<file path="config.mk">
export PLATFORM = sky130hd
export DESIGN_NAME = docc_ctrl
export DESIGN_NICKNAME = d
export VERILOG_FILES = /design/src/verilog/docc_ctrl.v
export VERILOG_INCLUDE_DIRS = /design/src /design/src/verilog
export SDC_FILE = /design/constraint.sdc
export NUM_CORES = 1
export LEC_CHECK = 0
export BUFFER_PORTS_ARGS = -buffer_cell sky130_fd_sc_hd__buf_2
export CAP_MARGIN = 20
export CORE_ASPECT_RATIO = 1.25
export CORE_MARGIN = 10
export CORE_UTILIZATION = 41
export DETAILED_ROUTE_END_ITERATION = 12
export GPL_TIMING_DRIVEN = 1
export PLACE_DENSITY = 0.59
export SLEW_MARGIN = 25
export SYNTH_ARGS = -nofsm -noshare
export SYNTH_HDL_FRONTEND = slang
export SYNTH_SLANG_ARGS = --single-unit
</file>
<file path="constraint.sdc">
create_clock -name clk -period 4.6 [get_ports clk]
set_input_delay 0.92 -clock clk [delete_from_list [all_inputs] [get_ports clk]]
set_output_delay 0.92 -clock clk [all_outputs]
set_load 0.02 [all_outputs]
</file>
<file path="src/verilog/docc_defs.vh">
// Purpose: constants for the digital output channel controller
// Assumes: 100 MHz clock, byte addresses on the register port
// Notes:   definitions only, no logic
`ifndef DOCC_DEFS_VH
`define DOCC_DEFS_VH

// timing
`define DOCC_CLK_NS      10
`define DOCC_MS_NS       1000000

// register byte offsets
`define DOCC_CTRL        8'h00
`define DOCC_ON_DLY      8'h04
`define DOCC_OFF_DLY     8'h08
`define DOCC_WDOG        8'h0c
`define DOCC_STATUS      8'h10
`define DOCC_IRQ_STAT    8'h14
`define DOCC_IRQ_MASK    8'h18

// control register fields
`define DOCC_C_SIM       0
`define DOCC_C_ERR_LO    1
`define DOCC_C_ERR_HI    2
`define DOCC_C_INV       3
`define DOCC_C_LMON      4
`define DOCC_C_SIMVAL    5
`define DOCC_C_SIMBAD    6
`define DOCC_C_SUBVAL    7
`define DOCC_CTRL_W      8
`define DOCC_CTRL_RST    8'h00

// error mode codes
`define DOCC_EM_PASS     2'h0
`define DOCC_EM_SUBST    2'h1
`define DOCC_EM_HOLD     2'h2

// interrupt bits
`define DOCC_I_FAULT     0
`define DOCC_I_LINE      1
`define DOCC_I_WDOG      2
`define DOCC_IRQ_W       3

// delay and watchdog reset values, in ms
`define DOCC_DLY_RST     16'h0000
`define DOCC_WDOG_RST    16'h0000

`endif

</file>
<file path="src/verilog/docc_ctrl.v">
// Purpose: one digital output channel: source select, fault strategy,
//          inversion, on/off delay filters, line fault flag, irq
// Assumes: all inputs synchronous to clk, cmd_stb marks each new
//          command from the com unit
// Notes:   register port answers reads one cycle later, never stalls
//
// What this block does
// [RL1] normal mode outputs processed bus command bit
// [RL2] simulation mode outputs configured simulated bit
// [RL3] watchdog expiry or invalid status enters fault
// [RL4] line faults never trigger fault strategy
// [RL5] pass-through strategy forwards incoming bit unchanged
// [RL6] replacement strategy drives fixed substitute bit
// [RL7] hold strategy keeps last valid bit
// [RL8] inversion setting negates processed bit
// [RL9] line monitoring flags breakage or short
// [RL10] channel active follows module activation only
// [RL11] substitute bit 0/1, always marked invalid
// [RL12] off delay postpones 1 to 0 changes
// [RL13] on delay filters short high pulses
// [RL14] fault ends when watchdog and status recover
// [RL15] order: select, fault, invert, delay filters
`timescale 1ns/1ps
`include "docc_defs.vh"

module docc_ctrl #(
  parameter MS_CYC = `DOCC_MS_NS / `DOCC_CLK_NS, // clock cycles per ms
  parameter DLY_W  = 16                          // ms counter width
) (
  // clock and reset
  input  wire        clk,
  input  wire        rst,
  // register port
  input  wire [7:0]  addr,
  input  wire [31:0] wdata,
  input  wire        wr,
  input  wire        rd,
  output reg  [31:0] rdata,
  // command from the com unit
  input  wire        cmd_stb,
  input  wire        cmd_bit,
  input  wire        cmd_invalid,
  // module level activation
  input  wire        module_active,
  // field circuit sense
  input  wire        line_open,
  input  wire        line_short,
  // field side and status
  output reg         field_out,
  output reg         pv_invalid,
  output reg         line_fault,
  output reg         chan_active,
  output reg         irq
);

  // ms tick divider width, wide enough for the default count
  localparam DIV_W = 24;
  // integer count cut to the divider width on purpose
  localparam integer     DIV_LAST_I = MS_CYC - 1;
  localparam [DIV_W-1:0] DIV_LAST   = DIV_LAST_I[DIV_W-1:0];

  // configuration registers
  reg [`DOCC_CTRL_W-1:0] ctrl_r;     // mode and strategy bits
  reg [DLY_W-1:0]        on_dly_r;   // turn-on delay, ms
  reg [DLY_W-1:0]        off_dly_r;  // turn-off delay, ms
  reg [DLY_W-1:0]        wdog_r;     // watchdog time, ms, 0 = off
  reg [`DOCC_IRQ_W-1:0]  istat_r;    // sticky event bits
  reg [`DOCC_IRQ_W-1:0]  imask_r;    // event enables

  // datapath state
  reg             cmd_bit_r;   // latest received command bit
  reg             cmd_bad_r;   // its invalid-data status
  reg             last_ok_r;   // last bit seen without a fault
  reg [DIV_W-1:0] div_r;       // ms divider
  reg             ms_tick_r;   // one-cycle pulse each ms
  reg [DLY_W-1:0] wd_cnt_r;    // ms since last command
  reg             wd_exp_r;    // watchdog expired
  reg [DLY_W-1:0] flt_cnt_r;   // ms the filter input has differed
  reg             fault_d_r;   // fault, one cycle ago
  reg             line_d_r;    // line fault, one cycle ago

  // control field views
  wire       sim_mode = ctrl_r[`DOCC_C_SIM];
  wire [1:0] err_mode = ctrl_r[`DOCC_C_ERR_HI:`DOCC_C_ERR_LO];
  wire       inv_en   = ctrl_r[`DOCC_C_INV];
  wire       lmon_en  = ctrl_r[`DOCC_C_LMON];
  wire       sim_val  = ctrl_r[`DOCC_C_SIMVAL];
  wire       sim_bad  = ctrl_r[`DOCC_C_SIMBAD];
  wire       sub_val  = ctrl_r[`DOCC_C_SUBVAL];

  // register decode
  wire wr_ctrl  = wr && (addr == `DOCC_CTRL);
  wire wr_on    = wr && (addr == `DOCC_ON_DLY);
  wire wr_off   = wr && (addr == `DOCC_OFF_DLY);
  wire wr_wdog  = wr && (addr == `DOCC_WDOG);
  wire wr_istat = wr && (addr == `DOCC_IRQ_STAT);
  wire wr_imask = wr && (addr == `DOCC_IRQ_MASK);

  // combinational datapath
  reg sel_bit;   // selected source bit
  reg sel_bad;   // status of the selected source
  reg fault;     // fault strategy active
  reg proc_bit;  // bit after the fault strategy
  reg proc_bad;  // status reported with it
  reg inv_bit;   // bit after inversion
  reg line_now;  // line fault seen now

  // source, fault strategy and inversion, in that order
  // [RL15] fixed stage order
  always @* begin
    // [RL1] normal: bus bit
    sel_bit = cmd_bit_r;
    sel_bad = cmd_bad_r;
    // [RL2] simulation replaces bus bit
    if (sim_mode) begin
      sel_bit = sim_val;
      sel_bad = sim_bad;
    end
    // [RL3] watchdog or invalid status
    // [RL4] line fault not part of this term
    fault = wd_exp_r | sel_bad;
    proc_bit = sel_bit;
    proc_bad = fault;
    if (fault) begin
      case (err_mode)
        // [RL5] pass-through keeps source bit
        `DOCC_EM_PASS: begin
          proc_bit = sel_bit;
        end
        // [RL6] fixed replacement bit
        // [RL11] always reported invalid
        `DOCC_EM_SUBST: begin
          proc_bit = sub_val;
          proc_bad = 1'b1;
        end
        // [RL7] last valid bit
        `DOCC_EM_HOLD: begin
          proc_bit = last_ok_r;
        end
        // unused code behaves as hold, the safer reading
        default: begin
          proc_bit = last_ok_r;
        end
      endcase
    end
    // [RL8] optional negation
    inv_bit = inv_en ? ~proc_bit : proc_bit;
    // [RL9] lead breakage or short
    line_now = lmon_en & (line_open | line_short);
  end

  // filter target: inactive channel drives a safe low
  wire filt_in = chan_active ? inv_bit : 1'b0;
  // delay that applies to the pending change
  wire [DLY_W-1:0] flt_dly = filt_in ? on_dly_r : off_dly_r;

  // capture commands from the com unit
  always @(posedge clk) begin
    if (rst) begin
      cmd_bit_r <= 1'b0;
      cmd_bad_r <= 1'b0;
    end else if (cmd_stb) begin
      cmd_bit_r <= cmd_bit;
      cmd_bad_r <= cmd_invalid;
    end
  end

  // remember the last bit that passed with no fault
  always @(posedge clk) begin
    if (rst) begin
      last_ok_r <= 1'b0;
    end else if (!fault) begin
      last_ok_r <= sel_bit;
    end
  end

  // one ms enable pulse, shared by watchdog and filters
  always @(posedge clk) begin
    if (rst) begin
      div_r     <= {DIV_W{1'b0}};
      ms_tick_r <= 1'b0;
    end else if (div_r == DIV_LAST) begin
      div_r     <= {DIV_W{1'b0}};
      ms_tick_r <= 1'b1;
    end else begin
      div_r     <= div_r + 1'b1;
      ms_tick_r <= 1'b0;
    end
  end

  // communication watchdog, restarted by every command
  // resolution is one ms, so expiry may come up to 1 ms early
  always @(posedge clk) begin
    if (rst) begin
      wd_cnt_r <= {DLY_W{1'b0}};
      wd_exp_r <= 1'b0;
    end else if (cmd_stb || wdog_r == {DLY_W{1'b0}}) begin
      // [RL14] recovery on fresh command
      wd_cnt_r <= {DLY_W{1'b0}};
      wd_exp_r <= 1'b0;
    end else if (ms_tick_r && !wd_exp_r) begin
      // [RL3] watchdog time expires
      if (wd_cnt_r + 1'b1 >= wdog_r) begin
        wd_exp_r <= 1'b1;
      end
      wd_cnt_r <= wd_cnt_r + 1'b1;
    end
  end

  // on and off delay filter in front of the pin
  // a change must stand for the whole delay, else it is dropped
  always @(posedge clk) begin
    if (rst) begin
      flt_cnt_r <= {DLY_W{1'b0}};
      field_out <= 1'b0;
    end else if (filt_in == field_out) begin
      // input back at output: restart the count
      flt_cnt_r <= {DLY_W{1'b0}};
    end else if (flt_cnt_r >= flt_dly) begin
      // [RL13] on delay elapsed
      // [RL12] off delay elapsed
      field_out <= filt_in;
      flt_cnt_r <= {DLY_W{1'b0}};
    end else if (ms_tick_r) begin
      flt_cnt_r <= flt_cnt_r + 1'b1;
    end
  end

  // status outputs
  always @(posedge clk) begin
    if (rst) begin
      pv_invalid  <= 1'b0;
      line_fault  <= 1'b0;
      chan_active <= 1'b0;
      fault_d_r   <= 1'b0;
      line_d_r    <= 1'b0;
    end else begin
      // [RL11] invalid status follows output
      pv_invalid  <= proc_bad;
      // [RL9] flag in process value status
      line_fault  <= line_now;
      // [RL10] no per-channel control
      chan_active <= module_active;
      fault_d_r   <= fault;
      line_d_r    <= line_now;
    end
  end

  // configuration writes
  always @(posedge clk) begin
    if (rst) begin
      ctrl_r    <= `DOCC_CTRL_RST;
      on_dly_r  <= `DOCC_DLY_RST;
      off_dly_r <= `DOCC_DLY_RST;
      wdog_r    <= `DOCC_WDOG_RST;
      imask_r   <= {`DOCC_IRQ_W{1'b0}};
    end else begin
      if (wr_ctrl) begin
        ctrl_r <= wdata[`DOCC_CTRL_W-1:0];
      end
      if (wr_on) begin
        on_dly_r <= wdata[DLY_W-1:0];
      end
      if (wr_off) begin
        off_dly_r <= wdata[DLY_W-1:0];
      end
      if (wr_wdog) begin
        wdog_r <= wdata[DLY_W-1:0];
      end
      if (wr_imask) begin
        imask_r <= wdata[`DOCC_IRQ_W-1:0];
      end
    end
  end

  // interrupt events: rising edges of fault, line fault, expiry
  wire [`DOCC_IRQ_W-1:0] ev;
  assign ev[`DOCC_I_FAULT] = fault & ~fault_d_r;
  assign ev[`DOCC_I_LINE]  = line_now & ~line_d_r;
  assign ev[`DOCC_I_WDOG]  = ms_tick_r & ~wd_exp_r & ~cmd_stb &
                             (wdog_r != {DLY_W{1'b0}}) &
                             (wd_cnt_r + 1'b1 >= wdog_r);

  // sticky status, write one to clear; a new event beats the clear
  genvar gi;
  generate
    for (gi = 0; gi < `DOCC_IRQ_W; gi = gi + 1) begin : g_ist
      always @(posedge clk) begin
        if (rst) begin
          istat_r[gi] <= 1'b0;
        end else if (ev[gi]) begin
          istat_r[gi] <= 1'b1;
        end else if (wr_istat && wdata[gi]) begin
          istat_r[gi] <= 1'b0;
        end
      end
    end
  endgenerate

  // level interrupt, one cycle behind the status bit
  always @(posedge clk) begin
    if (rst) begin
      irq <= 1'b0;
    end else begin
      irq <= |(istat_r & imask_r);
    end
  end

  // read data, valid only in the cycle after rd
  always @(posedge clk) begin
    if (rst) begin
      rdata <= 32'h0000_0000;
    end else if (rd) begin
      case (addr)
        `DOCC_CTRL: begin
          rdata <= {{(32-`DOCC_CTRL_W){1'b0}}, ctrl_r};
        end
        `DOCC_ON_DLY: begin
          rdata <= {{(32-DLY_W){1'b0}}, on_dly_r};
        end
        `DOCC_OFF_DLY: begin
          rdata <= {{(32-DLY_W){1'b0}}, off_dly_r};
        end
        `DOCC_WDOG: begin
          rdata <= {{(32-DLY_W){1'b0}}, wdog_r};
        end
        `DOCC_STATUS: begin
          // live state of the channel
          rdata <= {26'h000_0000, wd_exp_r, chan_active, line_fault,
                    pv_invalid, fault, field_out};
        end
        `DOCC_IRQ_STAT: begin
          rdata <= {{(32-`DOCC_IRQ_W){1'b0}}, istat_r};
        end
        `DOCC_IRQ_MASK: begin
          rdata <= {{(32-`DOCC_IRQ_W){1'b0}}, imask_r};
        end
        // unmapped: reads as zero
        default: begin
          rdata <= 32'h0000_0000;
        end
      endcase
    end else begin
      rdata <= 32'h0000_0000;
    end
  end

endmodule // docc_ctrl

</file>
After elaboration in Yosys (flattened, before gate mapping)

Cells that the tools add are included.

Multiplexer cells: 16
Bitwise gates (word level): 17
$add $sub $neg: 3
Equality and inequality tests: 9
Magnitude comparators: 2
Reduce and logical (&&, ||, !) cells: 26

Operator list:

| kind                                            | count |
|---|---|
| case mux 16 bit (7 select lines)                | 1 |
| adder 16 x 1 -> 16 bit, second input constant   | 2 |
| greater-or-equal comparator 16 bit              | 2 |
| adder 24 x 1 -> 24 bit, second input constant   | 1 |
| == test 24 x 17 -> 1 bit, second input constant | 1 |
| == test 8 x 5 -> 1 bit, second input constant   | 3 |
| == test 8 x 4 -> 1 bit, second input constant   | 2 |
| logical NOT 16 bit                              | 1 |
| 2-to-1 mux 16 bit                               | 1 |
| nonzero test 16 bit                             | 1 |
| 2-to-1 mux 1 bit                                | 13 |
| logical AND 1 bit                               | 10 |
| == test 8 x 3 -> 1 bit, second input constant   | 1 |
| logical NOT 8 bit                               | 1 |
| bitwise AND 1 bit                               | 7 |
| NOT 1 bit                                       | 7 |
| nonzero test 2 bit                              | 3 |
| OR reduction 2 bit                              | 3 |
| OR reduction 3 bit                              | 2 |
| AND reduction 2 bit                             | 2 |
| bitwise AND 3 bit                               | 1 |
| == test 2 x 1 -> 1 bit, second input constant   | 1 |
| logical NOT 2 bit                               | 1 |
| OR 1 bit                                        | 2 |
| other kinds (4)                                 | 4 |

Register bits: 161
Input port bits: 50
Word-level logic and storage cells: 96
Output and inout bits: 37

Depth between registers and ports, before layout

Word-level depth: 9
Mapped depth: 14
Mapped depth without buffers: 13

Worst setup path after synthesis

Ideal clock, no wire load.

Kind: reg-to-reg
Start: register ctrl_r[0]
End: register flt_cnt_r[11]
Period minus slack after synthesis: 3875 ps
Path slack: 725 ps
Arrival: 3787 ps
Setup time: 87 ps
Cell stages (with the launch flop): 14
Data required time: 4513 ps
Buffers on the path: 2
Cell sequence: dfxtp_1 > mux2_2 > or3_1 > nand3_1 > mux2i_4 > buf_2 > mux2i_1 > ha_1 > o21ai_0 > nor2_1 > or3_1 > a211oi_1 > clkbuf_1 > nor4b_2

Longest elaborated chain between the ends: 9
Elaborated cells on any way between the ends: 12
Classes of those cells: 1 x order compare; 1 x eq/ne; 7 x mux; 2 x bitwise; 1 x reduce/logical

Ends and longest elaborated chain:

| what                                                        | RTL line                         | RTL |
|---|---|---|
| start, declared                                             | docc_ctrl.v:63                   | `` reg [`DOCC_CTRL_W-1:0] ctrl_r; `` |
| start signal, assigned                                      | docc_ctrl.v:252                  | `` ctrl_r <= `DOCC_CTRL_RST; `` |
| start signal, assigned                                      | docc_ctrl.v:259                  | `` ctrl_r <= wdata[`DOCC_CTRL_W-1:0]; `` |
| 2-to-1 mux 1 bit                                            | docc_ctrl.v:115                  | `if (sim_mode) begin` |
| case mux 1 bit (2 select lines) or OR 1 bit (tied branches) | docc_ctrl.v:125, docc_ctrl.v:121 |  |
| 2-to-1 mux 1 bit (*)                                        | docc_ctrl.v:124                  | `if (fault) begin` |
| NOT 1 bit                                                   | docc_ctrl.v:147                  | `inv_bit = inv_en ? ~proc_bit : proc_bit;` |
| 2-to-1 mux 1 bit (*)                                        | docc_ctrl.v:147                  |  |
| 2-to-1 mux 1 bit (*)                                        | docc_ctrl.v:153                  | `wire filt_in = chan_active ? inv_bit : 1'b0;` |
| 2-to-1 mux 16 bit                                           | docc_ctrl.v:155                  | `wire [DLY_W-1:0] flt_dly = filt_in ? on_dly_r : off_dly_r;` |
| greater-or-equal comparator 16 bit                          | docc_ctrl.v:219                  | `end else if (flt_cnt_r >= flt_dly) begin` |
| OR reduction 3 bit (no line) (*)                            | n/a                              |  |
| end signal, assigned                                        | docc_ctrl.v:218                  | `flt_cnt_r <= {DLY_W{1'b0}};` |
| end signal, assigned                                        | docc_ctrl.v:223                  | `flt_cnt_r <= {DLY_W{1'b0}};` |
| end signal, assigned                                        | docc_ctrl.v:225                  | `flt_cnt_r <= flt_cnt_r + 1'b1;` |
| end, declared                                               | docc_ctrl.v:78                   | `reg [DLY_W-1:0] flt_cnt_r;` |

Every way passes the cells marked *; elsewhere a longest branch is shown, timed or not.
A chain may end at the register's enable or synchronous reset.

Worst setup path in the final report

Start: register ctrl_r[0]
End: register field_out

Longest elaborated chain between the ends: 9
Elaborated cells on any way between the ends: 13
Classes of those cells: 1 x order compare; 1 x eq/ne; 7 x mux; 3 x bitwise; 1 x reduce/logical

Ends and longest elaborated chain:

| what                                                            | RTL line                         | RTL |
|---|---|---|
| 2-to-1 mux 1 bit                                                | docc_ctrl.v:115                  |  |
| case mux 1 bit (2 select lines) or OR 1 bit (tied branches)     | docc_ctrl.v:125, docc_ctrl.v:121 |  |
| 2-to-1 mux 1 bit (*)                                            | docc_ctrl.v:124                  |  |
| NOT 1 bit                                                       | docc_ctrl.v:147                  |  |
| 2-to-1 mux 1 bit (*)                                            | docc_ctrl.v:147                  |  |
| 2-to-1 mux 1 bit (*)                                            | docc_ctrl.v:153                  |  |
| 2-to-1 mux 16 bit or == test 1 bit (tied branches)              | docc_ctrl.v:155, docc_ctrl.v:216 |  |
| greater-or-equal comparator 16 bit or NOT 1 bit (tied branches) | n/a                              |  |
| AND reduction 2 bit (no line)                                   | n/a                              |  |
| end signal, assigned                                            | docc_ctrl.v:222                  | `field_out <= filt_in;` |
| end, declared                                                   | docc_ctrl.v:49                   | `output reg field_out,` |

Marked as above.

==> summary.md <==
| Metric | Value |
|---|---|
| Status | `completed` |
| Pwr/cell area | `345 mW/mm2` |
| Htree depth | `4` |
| Ports | `87` |
| Die width | `138 um` |
| Flops & latches, synth | `144` |
| Worst Max-Slew Pin Slew | `0.682 ns` |
| Slew HR | `53.5%` |
| Starting density of the core | `42.1%` |
| NumNets Final | `990` |
| Fin. Hold Viols | `0` |
| Clock Latency Late Sink | `0.43 ns` |
| Vias post-DR | `6022` |
| Initial antenna violation count | `0` |
| CTS Sinks | `144` |
| CP Capture Type | `flip-flop` |
| Max cap viols | `0` |
| TritonCTS clock tree | `yes` |
| Die footprint | `0.0231 mm2` |
| DR iter-0 viols | `351` |
| Max FO, Critical Path | `18` |
| Cts repair resizes | `0` |
| Asr flop ratio synth | `0%` |
| Leak pwr | `2.80 nW` |
| Mapped Area | `0.00711 mm2` |
| Synth unique cells | `47` |
| Final core utilization | `48.3%` |
| Setup Skew | `0.00851 ns` |
| CTS max path bufs | `2` |
| Fmax | `249 MHz` |
| RSZ-0062 raised after global routing | `no` |
| Grt ovf | `0` |
| Die Span Y | `167 um` |
| Commonest non-fill, non-tap cell in the layout | `nand2_1` |
| Share of cells above drive strength 1 | `12.3%` |
| Final min period | `4.02 ns` |
| Syn Area/Cell | `8.29 um2` |
| Pre-Repair DR Iteration Count | `5` |
| Number of synthesized flops with an enable pin | `0` |
| Post-route setup TNS | `0 ns` |
| Hold Crit Class | `reg2reg` |
| Final WL | `18.7 mm` |
| Period utilisation layout | `87.4%` |
| CTS Hold Bufs | `0` |
| Number of fillers in the final layout | `1669` |
| DRC | `0` |
| Post-DRT Antenna Nets | `0` |
| Syn Inst Count | `858` |
| Ys Warns | `0` |
| Root buffer cell | `clkbuf_16` |
| Worst EP arrival | `4.33 ns` |
| Largest net degree at the start of global routing | `55` |
| Row count | `53` |
| Overall routing resource usage | `16.6%` |
| Placeable Area | `0.0169 mm2` |
| Most frequent cells in the layout | `nand2_1 (156), dfxtp_1 (144), a21oi_1 (86), nor2_1 (67), buf_2 (54)` |
| Antenna diodes | `0` |
| Total clock buffers created by CTS | `17` |
| Layout area overhead | `14.9%` |
| Required @ worst endpoint | `4.91 ns` |
| Part of the Yosys area used for sequential elements | `40.5%` |
| Final Wtd Congestion | `0.807` |
| Ys flop type | `dfxtp_1` |
| Slew Limit Fails | `0` |
| Global-route wire length before repair | `30.7 mm` |
| Detail Placement HPWL | `13.5 mm` |
| Vias in the first global route | `5941` |
| Setup violators final | `0` |
| CP Launch Type | `flip-flop` |
| Wire per inst | `16.4 um` |
| Crit path kind | `reg2reg` |
| Via density | `5.29` |
| Peak VDD IR | `253 uV` |
| Worst-path clk slew | `0.06 ns` |
| # Post-CTS Setup Buffers | `0` |
| Port bufs | `54` |
registers in the layout (all words and copies together), names as in the netlist, 3 cells and up:
name / count
div_r: 24
flt_cnt_r: 16
off_dly_r: 16
on_dly_r: 16
rdata: 16
wd_cnt_r: 16
wdog_r: 16
ctrl_r: 8
imask_r: 3
istat_r: 3
path summary, 6_finish.rpt:
path / from / endpoint / slack, ns / cells past startpoint
max reg2reg: ctrl_r[0] / field_out / 0.58 / 13
min reg2reg: on_dly_r[8] / on_dly_r[8] / 0.47 / 2
min: on_dly_r[8] / on_dly_r[8] / 0.47 / 2
max: ctrl_r[0] / field_out / 0.58 / 13
final cells by class:
type	count	area, um2	area share, %
flip-flops and latches	144	2880	35.3
inverters	29	109	1.33
repair buffers	66	360	4.41
clock inverters	12	185	2.27
clock buffers	20	437	5.34
well taps	220	275	3.37
multi-input cells	647	3920	48.0
metal layers:
layer | wire length, um | GRT usage, % | vias up
li1 | - | - | 3058
met1 | 8060 | 19.5 | 2863
met2 | 9690 | 28.9 | 83
met3 | 676 | 3.38 | 18
met4 | 287 | 5.77 | 0
met5 | 0 | 0 | -
critical path, stage by stage, from the launching register on:
cell	delay [ns]
dfxtp_1	0.47
mux2_2	0.36
or3_1	0.30
nand3_1	0.15
mux2i_4	0.63
mux2i_1	0.38
ha_1	0.30
o21ai_0	0.14
nor2_1	0.05
or3_1	0.34
a211oi_1	0.23
buf_4	0.24
nor3b_1	0.07
a31o_2	0.22
logic make-up (layout without fill, tap and decap cells):
logic type	after synthesis	in the layout	synth area share, %
AO/OA/AOI/OAI	155	155	13.1
flip-flops	144	144	40.5
multiplexers	21	21	3.17
buffers and inverters	82	127	5.35
XOR/XNOR	56	56	7.00
AND/OR/NAND/NOR	364	364	24.6
other	1	16	0.0527
adder cells (fa/ha/maj)	35	35	6.16
report_power, final:
group	leakage [nW]	switching (mW)	internal (mW)	total (mW)
registers	1.16	0.00573	1.25	1.26
clock network	0.287	0.563	0.912	1.47
logic	1.35	0.0632	0.0245	0.0878
total	2.80	0.632	2.19	2.82
synthesized netlist by cell type, types with 9 or more instances:
library cell,count,area (um2)
mux2i_1,18,180
xor2_1,25,219
a21oi_1,86,430
or3_1,14,87.6
buf_4,16,120
xnor2_1,30,263
nor3_1,18,90.1
nand2_1,156,586
nand4_1,14,87.6
a22oi_1,15,113
a222oi_1,12,120
nor4b_2,9,135
o21ai_0,20,100
nor2_1,67,251
clkbuf_1,32,120
inv_1,29,109
ha_1,35,438
nand3_1,40,200
dfxtp_1,144,2880
nor4_1,13,81.3
per-stage QoR:
step / total power, mW / hold slack [ns] / cells / worst slack [ns] / area, um2
2_1_floorplan: 1.35 / 0.441 / 873 / 0.725 / 7170
3_3_place_gp: 1.37 / 0.456 / 1106 / 0.635 / 7540
3_5_place_dp: 1.37 / 0.462 / 1106 / 0.603 / 7540
4_1_cts: 2.84 / 0.470 / 1138 / 0.555 / 8160
5_1_grt: 2.91 / 0.491 / 1138 / 0.267 / 8170
6_report: 2.82 / 0.470 / 1138 / 0.579 / 8170
(Power assumes the default switching activity.)
